==> src/core/adc_host_pkg.sv <==
package adc_host_pkg;

    localparam int CLK_NS          = 100;

    // pin timing, in ns as specified
    localparam int T_START_LOW_NS  = 40;
    localparam int T_START_HIGH_NS = 20;
    localparam int T_CONV_MAX_NS   = 650;
    localparam int T_ACQ_MIN_NS    = 310;
    localparam int T_BUS_HOLD_NS   = 40;
    localparam int T_ABORT_MIN_NS  = 70;
    localparam int T_ABORT_MAX_NS  = 550;
    localparam int T_EN_NS         = 30;
    localparam int T_RD_LOW_NS     = 50;
    localparam int T_BYTE_GAP_NS   = 50;
    localparam int T_SETTLE_NS     = 600;

    function automatic int cyc_ceil(input int ns);
        int c;
        c = (ns + CLK_NS - 1) / CLK_NS;
        return (c < 1) ? 1 : c;
    endfunction

    function automatic int cyc_floor(input int ns);
        int c;
        c = ns / CLK_NS;
        return (c < 1) ? 1 : c;
    endfunction

    localparam int START_LOW_CYC   = cyc_ceil(T_START_LOW_NS);
    localparam int START_HIGH_CYC  = cyc_ceil(T_START_HIGH_NS);
    localparam int CONV_MAX_CYC    = cyc_floor(T_CONV_MAX_NS);
    localparam int ACQ_MIN_CYC     = cyc_ceil(T_ACQ_MIN_NS);
    localparam int BUS_HOLD_CYC    = cyc_ceil(T_BUS_HOLD_NS);
    localparam int ABORT_MIN_CYC   = cyc_ceil(T_ABORT_MIN_NS);
    localparam int ABORT_MAX_CYC   = cyc_floor(T_ABORT_MAX_NS);
    localparam int EN_CYC          = cyc_ceil(T_EN_NS);
    localparam int RD_LOW_CYC      = cyc_ceil(T_RD_LOW_NS);
    localparam int BYTE_GAP_CYC    = cyc_ceil(T_BYTE_GAP_NS);
    localparam int SETTLE_CYC      = cyc_ceil(T_SETTLE_NS);

    localparam int CNT_W           = 4;

    // register byte offsets
    localparam logic [7:0] OFS_CTRL   = 8'h00;
    localparam logic [7:0] OFS_CHSEL  = 8'h04;
    localparam logic [7:0] OFS_STATUS = 8'h08;
    localparam logic [7:0] OFS_RESULT = 8'h0C;
    localparam logic [7:0] OFS_STEP   = 8'h10;

    // control bits
    localparam int CTRL_START      = 0;
    localparam int CTRL_ABORT      = 1;
    localparam int CTRL_BYTE_MODE  = 2;
    localparam int CTRL_AUTO       = 3;
    localparam int CTRL_REF_OFF    = 4;
    localparam int CTRL_FOLLOW     = 5;
    localparam int CTRL_RESTART    = 6;
    localparam int CTRL_W          = 7;

    // status bits
    localparam int ST_ACTIVE       = 0;
    localparam int ST_VALID        = 1;
    localparam int ST_TIMEOUT      = 2;
    localparam int ST_ABORTED      = 3;
    localparam int ST_CHAN_LO      = 4;
    localparam int ST_CHAN_HI      = 5;

    localparam logic [6:0]  CTRL_RESET = 7'h20;
    localparam logic [1:0]  CHAN_ZERO  = 2'h0;
    localparam logic [31:0] RD_ZERO    = 32'h0000_0000;

    typedef enum logic [3:0] {
        S_IDLE, S_START, S_CONV, S_ABORT, S_READ_A, S_CAP_A, S_GAP, S_READ_B, S_CAP_B
    } seq_state_e;

endpackage

==> src/core/sat_counter.sv <==
`timescale 1ns/1ns
module sat_counter #(
    parameter int W = 4
) (
    // clock and reset
    input  wire logic         clk_sys,
    input  wire logic         rstn,
    // control
    input  wire logic         clear,
    output logic [W-1:0]      count
);
    // saturates so long idle gaps never wrap into a false short gap
    always_ff @(posedge clk_sys or negedge rstn) begin
        if (!rstn) begin
            count <= '0;
        end else if (clear) begin
            count <= '0;
        end else if (count != {W{1'b1}}) begin
            count <= count + 1'b1;
        end
    end
endmodule

==> src/core/adc_host.sv <==
// Design decisions made here: register access over APB and the register offsets.
`timescale 1ns/1ns
module adc_host (
    // clock and reset
    input  wire logic        clk_sys,
    input  wire logic        rstn,
    // apb slave
    input  wire logic        psel,
    input  wire logic        penable,
    input  wire logic        pwrite,
    input  wire logic [7:0]  paddr,
    input  wire logic [31:0] pwdata,
    output logic [31:0]      prdata,
    output logic             pready,
    output logic             pslverr,
    // converter control
    output logic             conversion_start_n,
    output logic             cs_n,
    output logic             rd_n,
    output logic             byte_select,
    output logic             bus_width_select,
    input  wire logic        busy,
    input  wire logic [15:0] result_bus,
    // selector and power
    output logic             sequence_auto,
    output logic             channel_select_low,
    output logic             channel_select_high,
    output logic             scan_restart,
    output logic             channel_step,
    output logic             reference_buffer_off
);
    localparam int W = adc_host_pkg::CNT_W;
    // conv_cnt is cleared one edge after start_n falls and first read one edge later
    localparam int START_LAG = 2;

    adc_host_pkg::seq_state_e state;
    adc_host_pkg::seq_state_e next_state;

    logic [adc_host_pkg::CTRL_W-1:0] ctrl;
    logic [1:0]  chsel;
    logic [15:0] result;
    logic        start_pend;
    logic        abort_pend;
    logic        valid;
    logic        timeout;
    logic        aborted;
    logic        step_pulse;
    logic [1:0]  chan;
    logic [W-1:0] conv_cnt;
    logic [W-1:0] acq_cnt;
    logic [W-1:0] settle_cnt;

    // apb decode
    wire access    = psel && penable && pready;
    wire wr        = access && pwrite;
    wire rd        = access && !pwrite;
    wire hit_ctrl  = paddr == adc_host_pkg::OFS_CTRL;
    wire hit_chsel = paddr == adc_host_pkg::OFS_CHSEL;
    wire hit_stat  = paddr == adc_host_pkg::OFS_STATUS;
    wire hit_res   = paddr == adc_host_pkg::OFS_RESULT;
    wire hit_step  = paddr == adc_host_pkg::OFS_STEP;
    wire mapped    = hit_ctrl || hit_chsel || hit_stat || hit_res || hit_step;
    wire next_pready = psel && penable && !pready;

    wire [31:0] status_word = {26'h0, chan, aborted, timeout, valid,
                               state != adc_host_pkg::S_IDLE};
    wire [31:0] read_word =
        hit_ctrl  ? {25'h0, ctrl} :
        hit_chsel ? {30'h0, chsel} :
        hit_stat  ? status_word :
        hit_res   ? {16'h0, result} : adc_host_pkg::RD_ZERO;

    wire start_req = wr && hit_ctrl && pwdata[adc_host_pkg::CTRL_START];
    wire abort_req = wr && hit_ctrl && pwdata[adc_host_pkg::CTRL_ABORT];
    wire step_req  = wr && hit_step && pwdata[0];
    wire clr_valid = rd && hit_res;

    // timing gates
    wire acq_ok     = acq_cnt >= W'(adc_host_pkg::ACQ_MIN_CYC);
    wire settle_ok  = settle_cnt >= W'(adc_host_pkg::SETTLE_CYC);
    wire can_start  = start_pend && acq_ok && settle_ok && !busy;
    wire hold_ok    = conv_cnt >= W'(adc_host_pkg::BUS_HOLD_CYC);
    // edges since start_n fell, so the abort window is measured from the start edge
    wire [W:0] conv_age = {1'b0, conv_cnt} + (W+1)'(START_LAG);
    wire abort_win  = conv_age >= (W+1)'(adc_host_pkg::ABORT_MIN_CYC) &&
                      conv_age <= (W+1)'(adc_host_pkg::ABORT_MAX_CYC);
    wire conv_late  = conv_cnt > W'(adc_host_pkg::CONV_MAX_CYC);
    wire byte_mode  = bus_width_select;

    // channel-step source and selector model
    wire next_step  = ctrl[adc_host_pkg::CTRL_FOLLOW] ? busy : step_pulse;
    wire step_rise  = next_step && !channel_step;
    wire [1:0] sel_pins = {channel_select_high, channel_select_low};
    wire [1:0] next_chan =
        !sequence_auto ? sel_pins :
        scan_restart   ? adc_host_pkg::CHAN_ZERO :
        (chan == sel_pins) ? adc_host_pkg::CHAN_ZERO :
        chan + 2'h1;

    always_comb begin
        next_state = state;
        unique case (state)
            adc_host_pkg::S_IDLE:   if (can_start) next_state = adc_host_pkg::S_START;
            adc_host_pkg::S_START:  next_state = adc_host_pkg::S_CONV;
            adc_host_pkg::S_CONV: begin
                if (abort_pend && abort_win && busy) next_state = adc_host_pkg::S_ABORT;
                else if (!busy && hold_ok) next_state = adc_host_pkg::S_READ_A;
                else if (conv_late) next_state = adc_host_pkg::S_IDLE;
            end
            adc_host_pkg::S_ABORT:  next_state = adc_host_pkg::S_IDLE;
            adc_host_pkg::S_READ_A: next_state = adc_host_pkg::S_CAP_A;
            adc_host_pkg::S_CAP_A:  next_state = byte_mode ? adc_host_pkg::S_GAP :
                                                             adc_host_pkg::S_IDLE;
            adc_host_pkg::S_GAP:    next_state = adc_host_pkg::S_READ_B;
            adc_host_pkg::S_READ_B: next_state = adc_host_pkg::S_CAP_B;
            adc_host_pkg::S_CAP_B:  next_state = adc_host_pkg::S_IDLE;
        endcase
    end

    sat_counter #(.W(W)) u_conv (
        .clk_sys (clk_sys),
        .rstn    (rstn),
        .clear   (state == adc_host_pkg::S_START),
        .count   (conv_cnt)
    );

    sat_counter #(.W(W)) u_acq (
        .clk_sys (clk_sys),
        .rstn    (rstn),
        .clear   (busy || state == adc_host_pkg::S_START),
        .count   (acq_cnt)
    );

    sat_counter #(.W(W)) u_settle (
        .clk_sys (clk_sys),
        .rstn    (rstn),
        .clear   (step_rise),
        .count   (settle_cnt)
    );

    // apb registers
    always_ff @(posedge clk_sys or negedge rstn) begin
        if (!rstn) begin
            pready  <= 1'b0;
            pslverr <= 1'b0;
            prdata  <= adc_host_pkg::RD_ZERO;
            ctrl    <= adc_host_pkg::CTRL_RESET;
            chsel   <= adc_host_pkg::CHAN_ZERO;
        end else begin
            pready  <= next_pready;
            pslverr <= next_pready && !mapped;
            prdata  <= next_pready && !pwrite ? read_word : adc_host_pkg::RD_ZERO;
            if (wr && hit_ctrl) begin
                ctrl <= pwdata[adc_host_pkg::CTRL_W-1:0] &
                        ~adc_host_pkg::CTRL_W'(3);
            end
            if (wr && hit_chsel) begin
                chsel <= pwdata[1:0];
            end
        end
    end

    // requests and sticky status; a set in the clearing cycle wins
    always_ff @(posedge clk_sys or negedge rstn) begin
        if (!rstn) begin
            start_pend <= 1'b0;
            abort_pend <= 1'b0;
            valid      <= 1'b0;
            timeout    <= 1'b0;
            aborted    <= 1'b0;
            step_pulse <= 1'b0;
        end else begin
            start_pend <= start_req || (start_pend && state != adc_host_pkg::S_START);
            abort_pend <= abort_req || (abort_pend && state == adc_host_pkg::S_CONV);
            valid      <= (next_state == adc_host_pkg::S_IDLE &&
                           (state == adc_host_pkg::S_CAP_B ||
                           (state == adc_host_pkg::S_CAP_A && !byte_mode))) ||
                          (valid && !clr_valid);
            timeout    <= (state == adc_host_pkg::S_CONV &&
                           next_state == adc_host_pkg::S_IDLE) ||
                          (timeout && !start_req);
            aborted    <= (state == adc_host_pkg::S_ABORT) || (aborted && !start_req);
            step_pulse <= step_req && !step_pulse;
        end
    end

    // pin drive; width, mode and selects only change while idle
    always_ff @(posedge clk_sys or negedge rstn) begin
        if (!rstn) begin
            state                <= adc_host_pkg::S_IDLE;
            conversion_start_n   <= 1'b1;
            cs_n                 <= 1'b1;
            rd_n                 <= 1'b1;
            byte_select          <= 1'b0;
            bus_width_select     <= 1'b0;
            sequence_auto        <= 1'b0;
            channel_select_low   <= 1'b0;
            channel_select_high  <= 1'b0;
            scan_restart         <= 1'b0;
            channel_step         <= 1'b0;
            reference_buffer_off <= 1'b0;
            chan                 <= adc_host_pkg::CHAN_ZERO;
            result               <= 16'h0000;
        end else begin
            state                <= next_state;
            conversion_start_n   <= !(next_state == adc_host_pkg::S_START);
            cs_n                 <= !(next_state inside {adc_host_pkg::S_ABORT,
                                      adc_host_pkg::S_READ_A, adc_host_pkg::S_CAP_A,
                                      adc_host_pkg::S_GAP, adc_host_pkg::S_READ_B,
                                      adc_host_pkg::S_CAP_B});
            rd_n                 <= !(next_state inside {adc_host_pkg::S_READ_A,
                                      adc_host_pkg::S_CAP_A, adc_host_pkg::S_READ_B,
                                      adc_host_pkg::S_CAP_B});
            byte_select          <= next_state inside {adc_host_pkg::S_GAP,
                                      adc_host_pkg::S_READ_B, adc_host_pkg::S_CAP_B};
            reference_buffer_off <= ctrl[adc_host_pkg::CTRL_REF_OFF];
            channel_step         <= next_step;
            if (state == adc_host_pkg::S_IDLE && next_state == adc_host_pkg::S_IDLE) begin
                bus_width_select    <= ctrl[adc_host_pkg::CTRL_BYTE_MODE];
                sequence_auto       <= ctrl[adc_host_pkg::CTRL_AUTO];
                scan_restart        <= ctrl[adc_host_pkg::CTRL_RESTART];
                channel_select_low  <= chsel[0];
                channel_select_high <= chsel[1];
            end
            if (step_rise) begin
                chan <= next_chan;
            end
            // data is sampled two full cycles after the strobe fell
            if (state == adc_host_pkg::S_CAP_A) begin
                if (byte_mode) begin
                    result[15:8] <= result_bus[15:8];
                end else begin
                    result <= result_bus;
                end
            end
            if (state == adc_host_pkg::S_CAP_B) begin
                result[7:0] <= result_bus[15:8];
            end
        end
    end
endmodule

==> config.mk <==
export PLATFORM = sky130hd
export DESIGN_NAME = adc_host
export DESIGN_NICKNAME = d
export VERILOG_FILES = /design/src/core/adc_host_pkg.sv /design/src/core/sat_counter.sv /design/src/core/adc_host.sv
export SDC_FILE = /design/constraint.sdc
export NUM_CORES = 1
export LEC_CHECK = 0
export BUFFER_PORTS_ARGS = -buffer_cell sky130_fd_sc_hd__buf_2
export CAP_MARGIN = 25
export CORE_MARGIN = 4
export CORE_UTILIZATION = 54
export CTS_BUF_LIST = sky130_fd_sc_hd__clkbuf_8
export DETAILED_ROUTE_END_ITERATION = 12
export PLACE_DENSITY = 0.82
export SLEW_MARGIN = 15
export SYNTH_ARGS = -nofsm -noshare
export SYNTH_HDL_FRONTEND = slang
export SYNTH_SLANG_ARGS = --single-unit
==> constraint.sdc <==
create_clock -name clk_sys -period 2.7 [get_ports clk_sys]
set_clock_uncertainty 0.15 [all_clocks]
set_input_delay 0.54 -clock clk_sys [delete_from_list [all_inputs] [get_ports clk_sys]]
set_output_delay 0.54 -clock clk_sys [all_outputs]
set_load 0.1 [all_outputs]
==> flow_summary_export.csv <==
group,metric,value,unit
drt,drc,0,
synth,synth_area_per_cell,11.0,sq um
clock_tree,clock_latency,0.34,ns
place,dp_hpwl,5540,um
drt,wl_per_cell,15.5,um
layout,layout-drive-gt1-share,30.8,%
floorplanning,die_h,91.7,um
setup_path,worstRegToRegCells,7,
setup_path,endpoint_kind,"register",
drt,vias,2769,
layout,nFillCells,508,
floorplanning,die_x,91.7,um
sta,min_period_over_period,85.1,%
place,dp_cells,495,
synth,synth_warnings,0,
synth,synth_top_area_cell,"dfrtp_1",
drt,drtAntennaViolNets,0,
setup_path,r2r_end,"conversion_start_n",
setup_path,cp_cell_sequence,"inv_1, ha_1, a22oi_1, a21oi_1, o211ai_1, a2111oi_2, o221ai_1",
power_and_ir_drop,p_leak,2.09,nW
power_and_ir_drop,ir_drop,0.000307,V
drt,wl,7940,um
power_and_ir_drop,power.density,910,nW/um^2
setup_path,critical-path-top-delay-family,"compound AO/OA/AOI/OAI gates",
synth,async_flop_share,100,%
setup_path,critPathLaunchType,"register",
global_routing,grt_pass1_wl,13000,um
power_and_ir_drop,p_int,0.00248,W
floorplanning,core,6790,sq um
layout,area_delta_synth_final,15.5,%
clock_tree,htreeDepth,3,
drt,routed_via_density,5.42,
global_routing,grt_pass1_vias,2723,
synth,synthTopCellsByArea,"dfrtp_1, mux2_2, ha_1, buf_4, mux2i_1",
synth,synth_cell_type_count,56,
power_and_ir_drop,p_sw,0.00149,W
power_and_ir_drop,power.share.switching,37.6,%
setup_path,crit_path_top_delay_cell,"dfrtp_1",
floorplanning,start_util,55.7,%
sta,fmax,435,MHz
floorplanning,die_area,8410,sq um
global_routing,antenna_found_initial,0,
synth,synth_top_area_share,47.6,%
setup_path,worstPathRequired,2.79,ns
place,portBuffers,65,
synth,syn_inst,344,
hold_path,hp-class,"input port to async pin",
place,routabilityCongestion,0.882,
synth,synth_edf_count,0,
clock_tree,cts_resized,0,
sta,finalSetupViolCount,0,
sta,finalHoldViolations,0,
clock_tree,cts_buffers,9,
sta,period_needed,2.30,ns
floorplanning,io_pins,107,
synth,synth_seq_cells,76,
setup_path,critPathMaxStageDelay,0.50,ns
setup_path,path_class,"register to register",
global_routing,grtUsageTotal,19.3,%
global_routing,grt_max_degree,77,
sta,report.final.slew_viol_count,0,
power_and_ir_drop,seqPwrFrac,42.2,%
status,run_status,"complete, no violations",
setup_path,regToRegSetupSlack,0.40,ns
clock_tree,clock_path_buffers,2,
flow_run,drv_cap,0,
setup_path,regToRegStartpoint,"u_conv.count[1]",
power_and_ir_drop,clock_power_share,24.4,%
setup_path,arrival,2.39,ns
clock_tree,cts_tree,"built",
clock_tree,post-cts-setup-buffer-count,0,
drt,dr.pass1.iters,4,
global_routing,gr-total-overflow,0,
clock_tree,clk_pin_slew,0.08,ns
clock_tree,cts_hold_buf,0,
floorplanning,fp-row-count,30,
synth,yosysSeqAreaShare,50.4,%
power_and_ir_drop,power_frac_comb,33.4,%
layout,final_cells,511,
sta,worst_pin_slew,0.519,ns
layout,nets,483,
synth,synthFlopType,"dfrtp_1",
setup_path,cp.buffers_inverters,1,
synth,netlist_area,3780,sq um
setup_path,worstPathMaxFanout,8,
sta,totalNegativeSetupSlack,0,ns
clock_tree,cts.sinks,76,
clock_tree,cts_root_buffer,"clkbuf_8",
sta,maxSlewHeadroom,65.4,%
drt,drt_iter0_drc,133,
layout,diodes,0,
sta,rsz0062_at_grt,"false",
## cells in the mapped netlist (all sizes together) (4+ instances only)
cell / n
a211oi: 4
a21oi: 11
a22oi: 5
and2: 11
and3: 5
buf: 23
clkbuf: 5
dfrtp: 72
dfstp: 4
ha: 11
inv: 15
mux2: 26
mux2i: 11
nand2: 19
nand3: 8
nand3b: 6
nor2: 29
nor3: 6
o211ai: 4
o21ai: 21
xnor2: 5
## worst max-delay path by stage
stage / to / cells after the start / startpoint / slack [ns]
final: conversion_start_n / 7 / u_conv.count[1] / 0.40
after global routing: conversion_start_n / 7 / u_conv.count[1] / 0.26
after CTS: conversion_start_n / 7 / u_conv.count[1] / 0.40
after detailed placement: conversion_start_n / 7 / u_conv.count[1] / 0.42
after global placement: conversion_start_n / 7 / u_conv.count[1] / 0.49
after floorplan: ctrl[2] / 4 / pready / 0.20
## layout make-up
| cell class | count | area (sq um) | area share (%) |
|---|---|---|---|
| Clock buffer | 11 | 151 | 3.46 |
| Clock inverter | 5 | 76.3 | 1.75 |
| Multi-Input combinational cell | 240 | 1700 | 38.9 |
| Sequential cell | 76 | 1910 | 43.6 |
| Timing Repair Buffer | 68 | 360 | 8.25 |
| Tap cell | 96 | 120 | 2.75 |
| Inverter | 15 | 56.3 | 1.29 |
## cell families after synthesis
logic type                 Yosys count  share of synthesized area (%)
AOI/OAI and AO/OA                   70                           12.5
xor gates and xnor gates             5                           1.16
adders and majority gates           12                           3.93
buffers and inverters               43                           6.21
DFF                                 76                           50.4
muxes                               37                           10.6
other                                1                         0.0991
and+or+nand+nor                    100                           15.0
## cells in the final DEF (no fill, tap or decap), types with 4 or more instances in the layout
cell	n
xnor2_1	5
inv_1	16
nor2_1	26
conb_1	16
o21ai_0	19
nand2_1	19
and2_1	11
mux2_2	26
buf_2	65
nand3_1	8
o211ai_1	4
ha_1	11
dfrtp_1	72
and3_1	5
a21oi_1	11
nor3_1	5
a22oi_1	5
mux2i_1	11
dfstp_2	4
nand3b_1	5
clkbuf_8	11
a211oi_1	4
## through the flow
stage	util (%)	area (sq um)	hold slack, ns	power [W]	worst slack (ns)
4_1_cts	64.3	4370	0.0850	0.00400	0.403
2_1_floorplan	-	3840	0.0944	0.00273	0.203
3_5_place_dp	61.0	4140	0.263	0.00301	0.422
3_3_place_gp	61.0	4140	0.241	0.00295	0.491
6_report	64.3	4370	0.0792	0.00398	0.404
5_1_grt	64.3	4370	0.0889	0.00422	0.260
## power by group through the flow
stage                     clock [W]  sequential, W  combinational (W)
after floorplan                   0        0.00174           0.000987
after global placement            0        0.00167            0.00127
final                      0.000970        0.00168            0.00133
after detailed placement          0        0.00170            0.00132
after global routing        0.00105        0.00171            0.00146
after CTS                  0.000987        0.00168            0.00134
## state kept, by name, summed over array words and instances, names as in the netlist, 2 cells and up
| signal | count |
|---|---|
| ctrl | 5 |
| chsel | 2 |
| u_acq.count | 4 |
| u_settle.count | 4 |
| chan | 2 |
| state | 4 |
| u_conv.count | 4 |
| prdata | 16 |
| result | 16 |
## layer usage
metal	routed length [um]	share of wire [%]	track usage, %
met1	3270	41	23.4
met4	125	1.6	6.93
met3	383	4.8	5.66
met5	0	0	0
met2	4150	52	32.9
## worst reg2reg max path, stage by stage (launching register included)
cell	delay [ns]
dfrtp_1	0.50
inv_1	0.13
ha_1	0.31
a22oi_1	0.09
a21oi_1	0.16
o211ai_1	0.20
a2111oi_2	0.46
o221ai_1	0.20
Note: power is estimated with default switching activity, not from simulation.
